### src/rtl/rxism_pkg.sv
// Package with register indices, field layout, reset values and carrier types.
package rxism_pkg;
   localparam int CHANNELS = 8;
   localparam int ADDR_W = 3;
   // Word indices of the registers; the byte address is four times the index.
   localparam logic [2:0] IDX_RAW = 3'h0;
   localparam logic [2:0] IDX_MASKED = 3'h1;
   localparam logic [2:0] IDX_SET = 3'h2;
   localparam logic [2:0] IDX_CLEAR = 3'h3;
   localparam logic [2:0] IDX_VECTOR = 3'h4;
   // Field positions inside each 32-bit word.
   localparam int PEND_LSB = 0;
   localparam int THRESH_LSB = 8;
   localparam int FIELD_MSB = 15;
   // Values after reset.
   localparam logic [7:0] RAW_RESET = 8'h00;
   localparam logic [7:0] ENABLE_RESET = 8'h00;
   localparam logic [31:0] READ_RESET = 32'h0000_0000;
   localparam logic [31:0] UNMAPPED_DATA = 32'h0000_0000;
   localparam logic [15:0] UPPER_ZERO = 16'h0000;
   // One bit per channel and source, laid out as the registers are.
   typedef struct packed {
      logic [CHANNELS-1:0] thresh;
      logic [CHANNELS-1:0] pend;
   } rxism_src_t;
   // Avalon request as one bundle.
   typedef struct packed {
      logic read;
      logic write;
      logic [ADDR_W-1:0] addr;
      logic [31:0] wdata;
      logic [3:0] be;
   } rxism_req_t;
endpackage

### src/rtl/rxism_sticky.sv
// Bank of sticky pending flags, set by event pulses and cleared by software.
`timescale 1ns/1ns
`default_nettype none
module rxism_sticky #(
   parameter int WIDTH = 8
) (
   input wire logic clk,
   input wire logic rst_n,
   input wire logic [WIDTH-1:0] set,
   input wire logic [WIDTH-1:0] clr,
   output logic [WIDTH-1:0] flags
);
   // A set in the same cycle as a clear wins, so no event is lost.
   always_ff @(posedge clk or negedge rst_n) begin
      if (!rst_n) begin
         flags <= WIDTH'(rxism_pkg::RAW_RESET); // [RULE7]
      end else begin
         flags <= (flags & ~clr) | set;
      end
   end
endmodule
`default_nettype wire

### src/rtl/rxism_enable.sv
// Bank of interrupt enables with write-one-to-set and write-one-to-clear ports.
`timescale 1ns/1ns
`default_nettype none
module rxism_enable #(
   parameter int WIDTH = 8
) (
   input wire logic clk,
   input wire logic rst_n,
   input wire logic wr_set,
   input wire logic wr_clr,
   input wire logic [WIDTH-1:0] data,
   output logic [WIDTH-1:0] en
);
   // Zero bits in the written data leave their enables alone.
   always_ff @(posedge clk or negedge rst_n) begin
      if (!rst_n) begin
         en <= WIDTH'(rxism_pkg::ENABLE_RESET); // [RULE7]
      end else if (wr_set) begin
         en <= en | data;
      end else if (wr_clr) begin
         en <= en & ~data;
      end
   end
endmodule
`default_nettype wire

### src/rtl/rxism_top.sv
// Receive interrupt status, masked status and enable registers on Avalon-MM.
//
// Function
// RULE1: The raw status word shows each channel's receive pending flag in bits 7..0, unmasked.
// RULE2: The raw status word shows each channel's threshold pending flag in bits 15..8, unmasked.
// RULE3: The masked status word shows a threshold flag in bits 15..8 only where it is enabled.
// RULE4: The masked status word shows a receive flag in bits 7..0 only where it is enabled.
// RULE5: Writing 1 to bit 8+n of the set register enables channel n's threshold interrupt.
// RULE6: Writing 1 to bit n of the set register enables channel n's receive interrupt.
// RULE7: After reset all pending flags and all enables are zero.
// RULE8: Writing 1 to a bit of the clear register disables that enable; a 0 does nothing.
// RULE9: The vector view shows the threshold flags in bits 15..8 with channel 0 at bit 8.
// RULE10: Bits 31..16 of the receive registers read zero and ignore writes.
//
// The Avalon-MM register port and the register offsets were left to the implementer.
`timescale 1ns/1ns
`default_nettype none
module rxism_top (
   input wire logic REF_CLK,
   input wire logic RESET_N,
   input wire logic [2:0] AVS_ADDRESS,
   input wire logic AVS_READ,
   input wire logic AVS_WRITE,
   input wire logic [31:0] AVS_WRITEDATA,
   input wire logic [3:0] AVS_BYTEENABLE,
   input wire logic [7:0] RX_PEND_EVT,
   input wire logic [7:0] RX_THRESH_EVT,
   output logic [31:0] AVS_READDATA,
   output logic AVS_WAITREQUEST,
   output logic IRQ
);

   rxism_pkg::rxism_req_t req;
   rxism_pkg::rxism_src_t raw;
   rxism_pkg::rxism_src_t en;
   rxism_pkg::rxism_src_t masked;
   rxism_pkg::rxism_src_t wr_bits;
   rxism_pkg::rxism_src_t raw_clr;
   logic wait_reg;
   logic [31:0] rdata_reg;
   logic irq_reg;
   logic first_reg;
   logic rd_cap;
   logic rd_acc;
   logic wr_acc;
   logic wr_set;
   logic wr_clr;
   logic [15:0] lane_mask;
   logic [31:0] rd_mux;

   // Bundle the bus request so that decode reads one carrier.
   assign req = {AVS_READ, AVS_WRITE, AVS_ADDRESS, AVS_WRITEDATA, AVS_BYTEENABLE};

   // A request is captured while waitrequest is high and accepted one cycle later.
   assign rd_cap = req.read && wait_reg;
   assign rd_acc = req.read && !wait_reg;
   assign wr_acc = req.write && !wait_reg;

   // Only the two low byte lanes carry fields; upper lanes never reach storage.
   assign lane_mask = {{8{req.be[1]}}, {8{req.be[0]}}};
   assign wr_bits = req.wdata[15:0] & lane_mask; // [RULE10]

   // Writes take effect at the edge where the master sees waitrequest low.
   assign wr_set = wr_acc && (req.addr == rxism_pkg::IDX_SET);
   assign wr_clr = wr_acc && (req.addr == rxism_pkg::IDX_CLEAR);

   // Reading the raw word clears only the bits that were actually returned,
   // so an event landing between capture and acceptance stays pending.
   always_comb begin
      raw_clr = '0;
      if (rd_acc && (req.addr == rxism_pkg::IDX_RAW)) begin
         raw_clr = rdata_reg[15:0];
      end
   end

   // Receive pending flags of channels 7..0.
   rxism_sticky #(
      .WIDTH(rxism_pkg::CHANNELS)
   ) u_pend (
      .clk(REF_CLK),
      .rst_n(RESET_N),
      .set(RX_PEND_EVT),
      .clr(raw_clr.pend),
      .flags(raw.pend)
   );

   // Threshold pending flags of channels 7..0.
   rxism_sticky #(
      .WIDTH(rxism_pkg::CHANNELS)
   ) u_thresh (
      .clk(REF_CLK),
      .rst_n(RESET_N),
      .set(RX_THRESH_EVT),
      .clr(raw_clr.thresh),
      .flags(raw.thresh)
   );

   // Receive enables, set and cleared through their own words.
   rxism_enable #(
      .WIDTH(rxism_pkg::CHANNELS)
   ) u_en_pend (
      .clk(REF_CLK),
      .rst_n(RESET_N),
      .wr_set(wr_set), // [RULE6]
      .wr_clr(wr_clr), // [RULE8]
      .data(wr_bits.pend),
      .en(en.pend)
   );

   // Threshold enables, set and cleared through the same two words.
   rxism_enable #(
      .WIDTH(rxism_pkg::CHANNELS)
   ) u_en_thresh (
      .clk(REF_CLK),
      .rst_n(RESET_N),
      .wr_set(wr_set), // [RULE5]
      .wr_clr(wr_clr), // [RULE8]
      .data(wr_bits.thresh),
      .en(en.thresh)
   );

   // Masked view: a flag shows only where its enable is set.
   assign masked.thresh = raw.thresh & en.thresh; // [RULE3]
   assign masked.pend = raw.pend & en.pend; // [RULE4]

   // Read decode; the upper half of every word is forced to zero.
   always_comb begin
      rd_mux = rxism_pkg::UNMAPPED_DATA;
      case (req.addr)
         rxism_pkg::IDX_RAW: begin
            rd_mux = {rxism_pkg::UPPER_ZERO, raw}; // [RULE1] [RULE2] [RULE10]
         end
         rxism_pkg::IDX_MASKED: begin
            rd_mux = {rxism_pkg::UPPER_ZERO, masked}; // [RULE3] [RULE4]
         end
         rxism_pkg::IDX_SET: begin
            rd_mux = {rxism_pkg::UPPER_ZERO, en};
         end
         rxism_pkg::IDX_CLEAR: begin
            rd_mux = {rxism_pkg::UPPER_ZERO, en};
         end
         rxism_pkg::IDX_VECTOR: begin
            rd_mux = {rxism_pkg::UPPER_ZERO, raw}; // [RULE9]
         end
         default: begin
            rd_mux = rxism_pkg::UNMAPPED_DATA;
         end
      endcase
   end

   // One wait state for every access: low for exactly one cycle per request.
   always_ff @(posedge REF_CLK or negedge RESET_N) begin
      if (!RESET_N) begin
         wait_reg <= 1'b1;
      end else begin
         wait_reg <= !((req.read || req.write) && wait_reg);
      end
   end

   // Read data is registered at capture and stands until the next capture.
   always_ff @(posedge REF_CLK or negedge RESET_N) begin
      if (!RESET_N) begin
         rdata_reg <= rxism_pkg::READ_RESET;
      end else if (rd_cap) begin
         rdata_reg <= rd_mux;
      end
   end

   // The interrupt line follows the masked view one cycle late, glitch free.
   always_ff @(posedge REF_CLK or negedge RESET_N) begin
      if (!RESET_N) begin
         irq_reg <= 1'b0;
      end else begin
         irq_reg <= |masked;
      end
   end

   // Marks the first cycle after reset for the checks below.
   always_ff @(posedge REF_CLK or negedge RESET_N) begin
      if (!RESET_N) begin
         first_reg <= 1'b1;
      end else begin
         first_reg <= 1'b0;
      end
   end

   assign AVS_WAITREQUEST = wait_reg;
   assign AVS_READDATA = rdata_reg;
   assign IRQ = irq_reg;
endmodule
`default_nettype wire

### config.mk
export PLATFORM = sky130hd
export DESIGN_NAME = rxism_top
export DESIGN_NICKNAME = d
export VERILOG_FILES = /design/src/rtl/rxism_pkg.sv /design/src/rtl/rxism_sticky.sv /design/src/rtl/rxism_enable.sv /design/src/rtl/rxism_top.sv
export SDC_FILE = /design/constraint.sdc
export NUM_CORES = 1
export LEC_CHECK = 0
export BUFFER_PORTS_ARGS = -buffer_cell sky130_fd_sc_hd__buf_2
export CAP_MARGIN = 0
export CORE_MARGIN = 4
export CORE_UTILIZATION = 40
export DETAILED_ROUTE_END_ITERATION = 10
export GPL_TIMING_DRIVEN = 0
export PLACE_DENSITY = 0.67
export SYNTH_ARGS = -nofsm -noshare
export SYNTH_HDL_FRONTEND = slang
export SYNTH_SLANG_ARGS = --single-unit
### constraint.sdc
create_clock -name REF_CLK -period 3.1 [get_ports REF_CLK]
set_input_delay 0.31 -clock REF_CLK [delete_from_list [all_inputs] [get_ports REF_CLK]]
set_output_delay 0.31 -clock REF_CLK [all_outputs]
set_load 0.03 [all_outputs]
==> results of run 1 <==
## metal layers
layer	track usage (%)	share of wire [%]	wire length, um
met3	4.373	9.8	610
met4	4.108	0.82	51
met1	25.50	44	2761
met5	0	0	0
met2	26.43	45	2781
## worst paths after layout
| kind | startpoint | endpoint | slack, ns | cells past startpoint |
|---|---|---|---|---|
| max in group asynchronous | RESET_N | AVS_READDATA[5]$_DFFE_PN0P_ | 2.21 | 1 |
| max reg2reg | AVS_WAITREQUEST$_DFF_PN1_ | u_thresh.flags[0]$_DFF_PN0_ | 1.50 | 4 |
| min | RX_THRESH_EVT[6] | u_thresh.flags[6]$_DFF_PN0_ | 0.17 | 2 |
| min reg2reg | AVS_WAITREQUEST$_DFF_PN1_ | AVS_WAITREQUEST$_DFF_PN1_ | 0.50 | 1 |
| max | AVS_WAITREQUEST$_DFF_PN1_ | u_thresh.flags[0]$_DFF_PN0_ | 1.50 | 4 |
| min in group asynchronous | RESET_N | async pin | 0.20 | 1 |
## cells by family after synthesis
kind of cell | count (synthesis)
other cells | 1
mux | 16
flops | 50
simple gates | 69
compound gates | 57
buf+inv | 50
## synthesized netlist by cell type
cell type	count
a21o_1	16
a221oi_1	4
a22o_1	4
and2b_1	6
buf_2	6
buf_4	18
buf_6	1
clkbuf_1	9
conb_1	1
dfrtp_1	49
dfstp_2	1
inv_1	16
mux2i_1	16
nand2_1	17
nand3_1	12
nand3_2	4
nand4_1	17
nor2_1	2
nor2b_1	10
nor4bb_1	1
o21ai_0	17
o22ai_1	16
## layout make-up
cell class	instances	area share, %
Buffer	34	6.983
Multi-Input combinational cell	158	32.92
Clock inverter	3	2.286
Clock buffer	5	2.286
Inverter	16	1.995
Sequential cell	50	41.60
Tap cell	75	3.117
Timing Repair Buffer	53	8.811
## power breakdown
part,switching [mW],internal [mW]
registers,0.0801,0.745
logic,0.260,0.143
clock network,0.229,0.323
## worst reg2reg max path: stages, from the launching register on
cell	delay, ns
dfstp_2	0.40
nor2_1	0.43
buf_2	0.34
nand4_1	0.12
a21o_1	0.21
## stage by stage
step / std cells / utilization (%) / area, um2 / power [mW] / hold WS, ns
floorplan: 258 / - / 2514 / 1.096 / 0.01441
global placement: 386 / 48.24 / 2873 / 1.230 / 0.4724
detailed placement: 386 / 48.24 / 2873 / 1.244 / 0.4797
CTS: 394 / 50.55 / 3010 / 1.791 / 0.1650
global route: 394 / 50.55 / 3010 / 1.872 / 0.1709
finish: 394 / 50.55 / 3010 / 1.780 / 0.1724
==> flow_summary.yaml, run 1 <==
outcome:
  outcome: "completed"
synth:
  synthMuxAreaShare_pct: 6.517
  synthCells: 243
  ys_warn_count: 0
  synth_xor_area_share_pct: 0
  synthAdderAreaFrac_pct: 0
  ys_seq_area_share_pct: 50.97
  syn_area_per_cell_um2: 10.11
  syn-cell-area_mm2: 0.002457
  synth.top_cells.by_area: "dfrtp_1 50%, mux2i_1 6.5%, buf_4 5.5%"
  synth_cell_types: 22
  synth-seq-cells: 50
  synth_top_family_by_area: "simple AND/OR/NAND/NOR gates"
  synth_top_cell_by_area: "dfrtp_1"
  synth-compound-area-share_pct: 15.27
  synthSimpleGateAreaFrac_pct: 16.09
  synth_top_area_share_pct: 49.90
layout:
  final-seq-area_mm2: 0.001252
  syn_to_final_growth_pct: 22.51
  drive_gt1_share_pct: 28.53
  mostFrequentLayoutCells: "59 x buf_2, 49 x dfrtp_1, 18 x buf_4"
  final_common_cell: "buf_2"
  multiInputGateArea_um2: 991.0
  fillers: 576
  nets: 377
  antennaDiodeCount: 0
timing:
  layout_setup_ws_ns: 1.497
  fmax_mhz: 623.8
  period_share_pct: 51.71
  setup-violations-final: 0
  tightest_slew_ns: 1.103
  drv_slew: 0
  hold_viol_final: 0
  setup_tns_ns: 0
  skew_ns: 0.01086
  rsz0062_at_grt: "no"
  slew_headroom_pct: 26.46
  min_period_ns: 1.603
critical_path:
  end_kind: "flop"
  critPathLaunchType: "flop"
  cp_cell_sequence: "nor2_1, buf_2, nand4_1, a21o_1"
  cp.required_ns: 3.29
  slowest_stage: "nor2_1"
  worst-path-max-fanout: 10
  slowest_delay_ns: 0.43
  critPathKind: "flop to flop"
  critPathTopFamily: "simple AND/OR/NAND/NOR gates"
  critical_path_buf_inv_count: 1
  arrival_ns: 1.80
clock_tree:
  cts.sinks: 50
  clk_latency_ns: 0.31
  cts_tree: "yes"
  ctsHoldBuffers: 0
  cts_setup_buffers: 0
  path_clk_slew_ns: 0.09
  h-tree-depth: 2
  cts-root-buf: "clkbuf_8"
  clock_path_buffers: 2
  numCtsBuffers: 5
  cts_resized: 0
routing:
  drt_pre_antenna_iters: 4
  wl_um: 6205
  drcViolationCount: 0
  detail-route-antenna-nets: 0
  drt_iter0_drc: 184
  vias_per_cell: 5.109
  vias: 2013
  wl_per_cell_um: 15.75
global_routing:
  grt_usage_pct: 17.53
  grt_pass1_wl_um: 10180
  gr-total-overflow: 0
  grt_start_max_net_pins: 51
  grt_pass1_vias: 1954
  antenna_found_initial: 0
floorplanning:
  fp.dieW_um: 86.38
  rows: 28
  coreArea_mm2: 0.005956
  dieArea_mm2: 0.007462
  ios: 93
  die_h_um: 86.38
  floorplan.initialDensity_pct: 41.26
hold_path:
  min_path_type: "primary input to flop"
power:
  power_density_mw_per_mm2: 591.2
  p_leak_nw: 1.467
  ir_worst_vdd_mv: 0.2414
place:
  portBuffers: 53
  dp.final_hpwl_um: 4584
  pre_cts_slack_ns: 1.369
  gp_congestion: 0.8353
job:
  max_cap_violations: 0
No activity file was read; power rests on OpenSTA's default activity.
==> run 2: changes to the inputs <==
--- a/config.mk
+++ b/config.mk
@@ -5,13 +5,14 @@
 export SDC_FILE = /design/constraint.sdc
 export NUM_CORES = 1
 export LEC_CHECK = 0
+export ABC_AREA = 1
 export BUFFER_PORTS_ARGS = -buffer_cell sky130_fd_sc_hd__buf_2
 export CAP_MARGIN = 0
 export CORE_MARGIN = 4
 export CORE_UTILIZATION = 40
 export DETAILED_ROUTE_END_ITERATION = 10
 export GPL_TIMING_DRIVEN = 0
-export PLACE_DENSITY = 0.67
+export PLACE_DENSITY = 0.65
 export SYNTH_ARGS = -nofsm -noshare
 export SYNTH_HDL_FRONTEND = slang
 export SYNTH_SLANG_ARGS = --single-unit
==> constraint.sdc (replaced) <==
create_clock -name REF_CLK -period 1.5 [get_ports REF_CLK]
set_input_delay 0.15 -clock REF_CLK [delete_from_list [all_inputs] [get_ports REF_CLK]]
set_output_delay 0.15 -clock REF_CLK [all_outputs]
set_load 0.03 [all_outputs]
==> flow_summary.yaml, run 2 <==
timing:
  setup-violations-final: 0
  rsz0062_at_grt: "yes"
  hold_viol_final: 0
  slew_headroom_pct: 26.22
  period_share_pct: 89.05
  drv_slew: 0
  tightest_slew_ns: 1.107
  skew_ns: 0.005917
  fmax_mhz: 748.7
  min_period_ns: 1.336
critical_path:
  cp.required_ns: 1.69
  end_kind: "flop"
  worst-path-max-fanout: 10
  arrival_ns: 1.53
  critPathLaunchType: "flop"
  critPathKind: "flop to flop"
routing:
  wl_um: 6614
  wl_per_cell_um: 11.48
  vias: 2584
  drt_pre_antenna_iters: 4
  detail-route-antenna-nets: 0
  vias_per_cell: 4.486
  drt_iter0_drc: 167
  drcViolationCount: 0
place:
  portBuffers: 56
  dp.final_hpwl_um: 5040
  gp_congestion: 0.8119
  dp_cells: 568
power:
  ir_worst_vdd_mv: 0.3675
  power_density_mw_per_mm2: 875.5
  p_leak_nw: 1.932
synth:
  synth-edff-count: 0
  syn_area_per_cell_um2: 7.133
  synth_top_cell_by_area: "dfrtp_1"
  ys_seq_area_share_pct: 43.79
  yosys-top-cells-count: "165 x nand2_1, 55 x inv_1, 49 x dfrtp_1"
  ys_warn_count: 0
  async_flop_share_pct: 100.0
  synth-seq-cells: 50
  synth.top_cells.by_area: "dfrtp_1 43%, nand2_1 22%, inv_1 7.2%"
  synth_ff_type: "dfrtp_1"
  synthCells: 401
  synth_cell_types: 22
  syn-cell-area_mm2: 0.002860
  synth_top_area_share_pct: 42.87
  yosysMostFrequentCell: "nand2_1"
clock_tree:
  path_clk_slew_ns: 0.09
  cts-root-buf: "clkbuf_8"
  ctsHoldBuffers: 0
  h-tree-depth: 2
  clock_path_buffers: 2
  clk_latency_ns: 0.30
  cts_tree: "yes"
  cts.sinks: 50
  numCtsBuffers: 5
global_routing:
  grt_usage_pct: 15.97
  grt_pass1_vias: 2277
  gr-total-overflow: 0
  grt_pass1_wl_um: 10950
  antenna_found_initial: 0
  grt_start_max_net_pins: 51
layout:
  syn_to_final_growth_pct: 19.25
  mostFrequentLayoutCells: "164 x nand2_1, 64 x buf_2, 54 x inv_1, 49 x dfrtp_1, 30 x nand3_1"
  drive_gt1_share_pct: 21.25
  nets: 538
  final_common_cell: "nand2_1"
  final_cells: 576
  final_core_util_pct: 49.65
  antennaDiodeCount: 0
outcome:
  outcome: "completed"
floorplanning:
  dieArea_mm2: 0.008567
  die_h_um: 92.56
  coreArea_mm2: 0.006869
  ios: 93
  floorplan.initialDensity_pct: 41.64
  rows: 30
  fp.dieW_um: 92.56
hold_path:
  min_path_type: "primary input to flop"
job:
  max_cap_violations: 0
[run 2: cell types whose count changed in the layout (fill, tap and decap cells not counted), moves of 10 or more]
cell,before,now
nand4_1,17,4
inv_1,16,54
mux2i_1,16,0
nand3_1,12,30
nand3b_1,0,16
nand2_1,17,164
o22ai_1,16,0
nor2b_1,10,0
a21o_1,16,0
[run 2: logic make-up (layout without fill, tap and decap cells)]
| group | count (synthesis) | count (layout) | share of synthesized area (%) |
|---|---|---|---|
| compound gates | 33 | 33 | 5.774 |
| buf+inv | 87 | 151 | 14.52 |
| other cells | 1 | 16 | 0.1311 |
| flops | 50 | 50 | 43.79 |
| simple gates | 230 | 230 | 35.78 |
[run 2: stage by stage]
step	total power [mW]	hold slack, ns	setup WS, ns	cell area (um2)	TNS (ns)
floorplan	1.981	-0.1456	0.1637	2917	0
global placement	2.197	0.3309	0.06221	3317	0
detailed placement	2.207	0.3356	0.03752	3317	0
CTS	3.018	0.005429	0.02379	3408	0
global route	3.155	0.002979	-0.0009900	3411	-0.0009900
finish	2.986	0.01146	0.1643	3411	0
[run 2: repair_timing]
action / 4_1_cts / 5_1_grt
gates resized for setup: 0 / 2
setup endpoints to repair: 0 / 10
setup buffers: 0 / 0
[run 2: cell type report]
type | instances | area (um2)
clock buffers | 7 | 86.33
inverters | 56 | 210.2
multi-input cells | 279 | 1251
repair buffers | 56 | 280.3
fillers | 700 | 3458
well taps | 96 | 120.1
plain buffers | 31 | 205.2
flip-flops and latches | 50 | 1252
clock inverters | 1 | 5.005
[run 2: power by group]
group          total [mW]  internal [mW]  switching (mW)
Combinational       0.676          0.211           0.466
Clock               0.808          0.373           0.436
Sequential           1.50           1.43          0.0669
[run 2: critical path, stage by stage (launching register included)]
cell	delay [ns]
dfstp_2	0.40
nor2_1	0.12
nand3_2	0.21
buf_2	0.26
o21ai_0	0.16
nand2_1	0.07
[run 2: worst paths after layout]
path	start	endpoint	slack, ns	cells past startpoint
setup / recovery	AVS_WAITREQUEST$_DFF_PN1_	u_pend.flags[4]$_DFF_PN0_	0.16	5
setup reg to reg	AVS_WAITREQUEST$_DFF_PN1_	u_pend.flags[4]$_DFF_PN0_	0.16	5
hold / removal	AVS_WRITE	AVS_WAITREQUEST$_DFF_PN1_	0.01	2
hold reg to reg	AVS_READDATA[4]$_DFFE_PN0P_	AVS_READDATA[4]$_DFFE_PN0P_	0.50	2
min in group asynchronous	RESET_N	async pin	0.05	1
max in group asynchronous	RESET_N	AVS_READDATA[4]$_DFFE_PN0P_	0.78	1
[run 2: per-layer routing]
layer / wire [um] / part of all wire [%] / GRT usage, % / vias up
met5: 0 / 0 / 0 / -
met4: 89 / 1.3 / 4.827 / 0
met3: 433 / 6.5 / 3.168 / 6
met2: 2865 / 43 / 24.17 / 78
met1: 3226 / 49 / 23.01 / 1148
li1: - / - / - / 1352
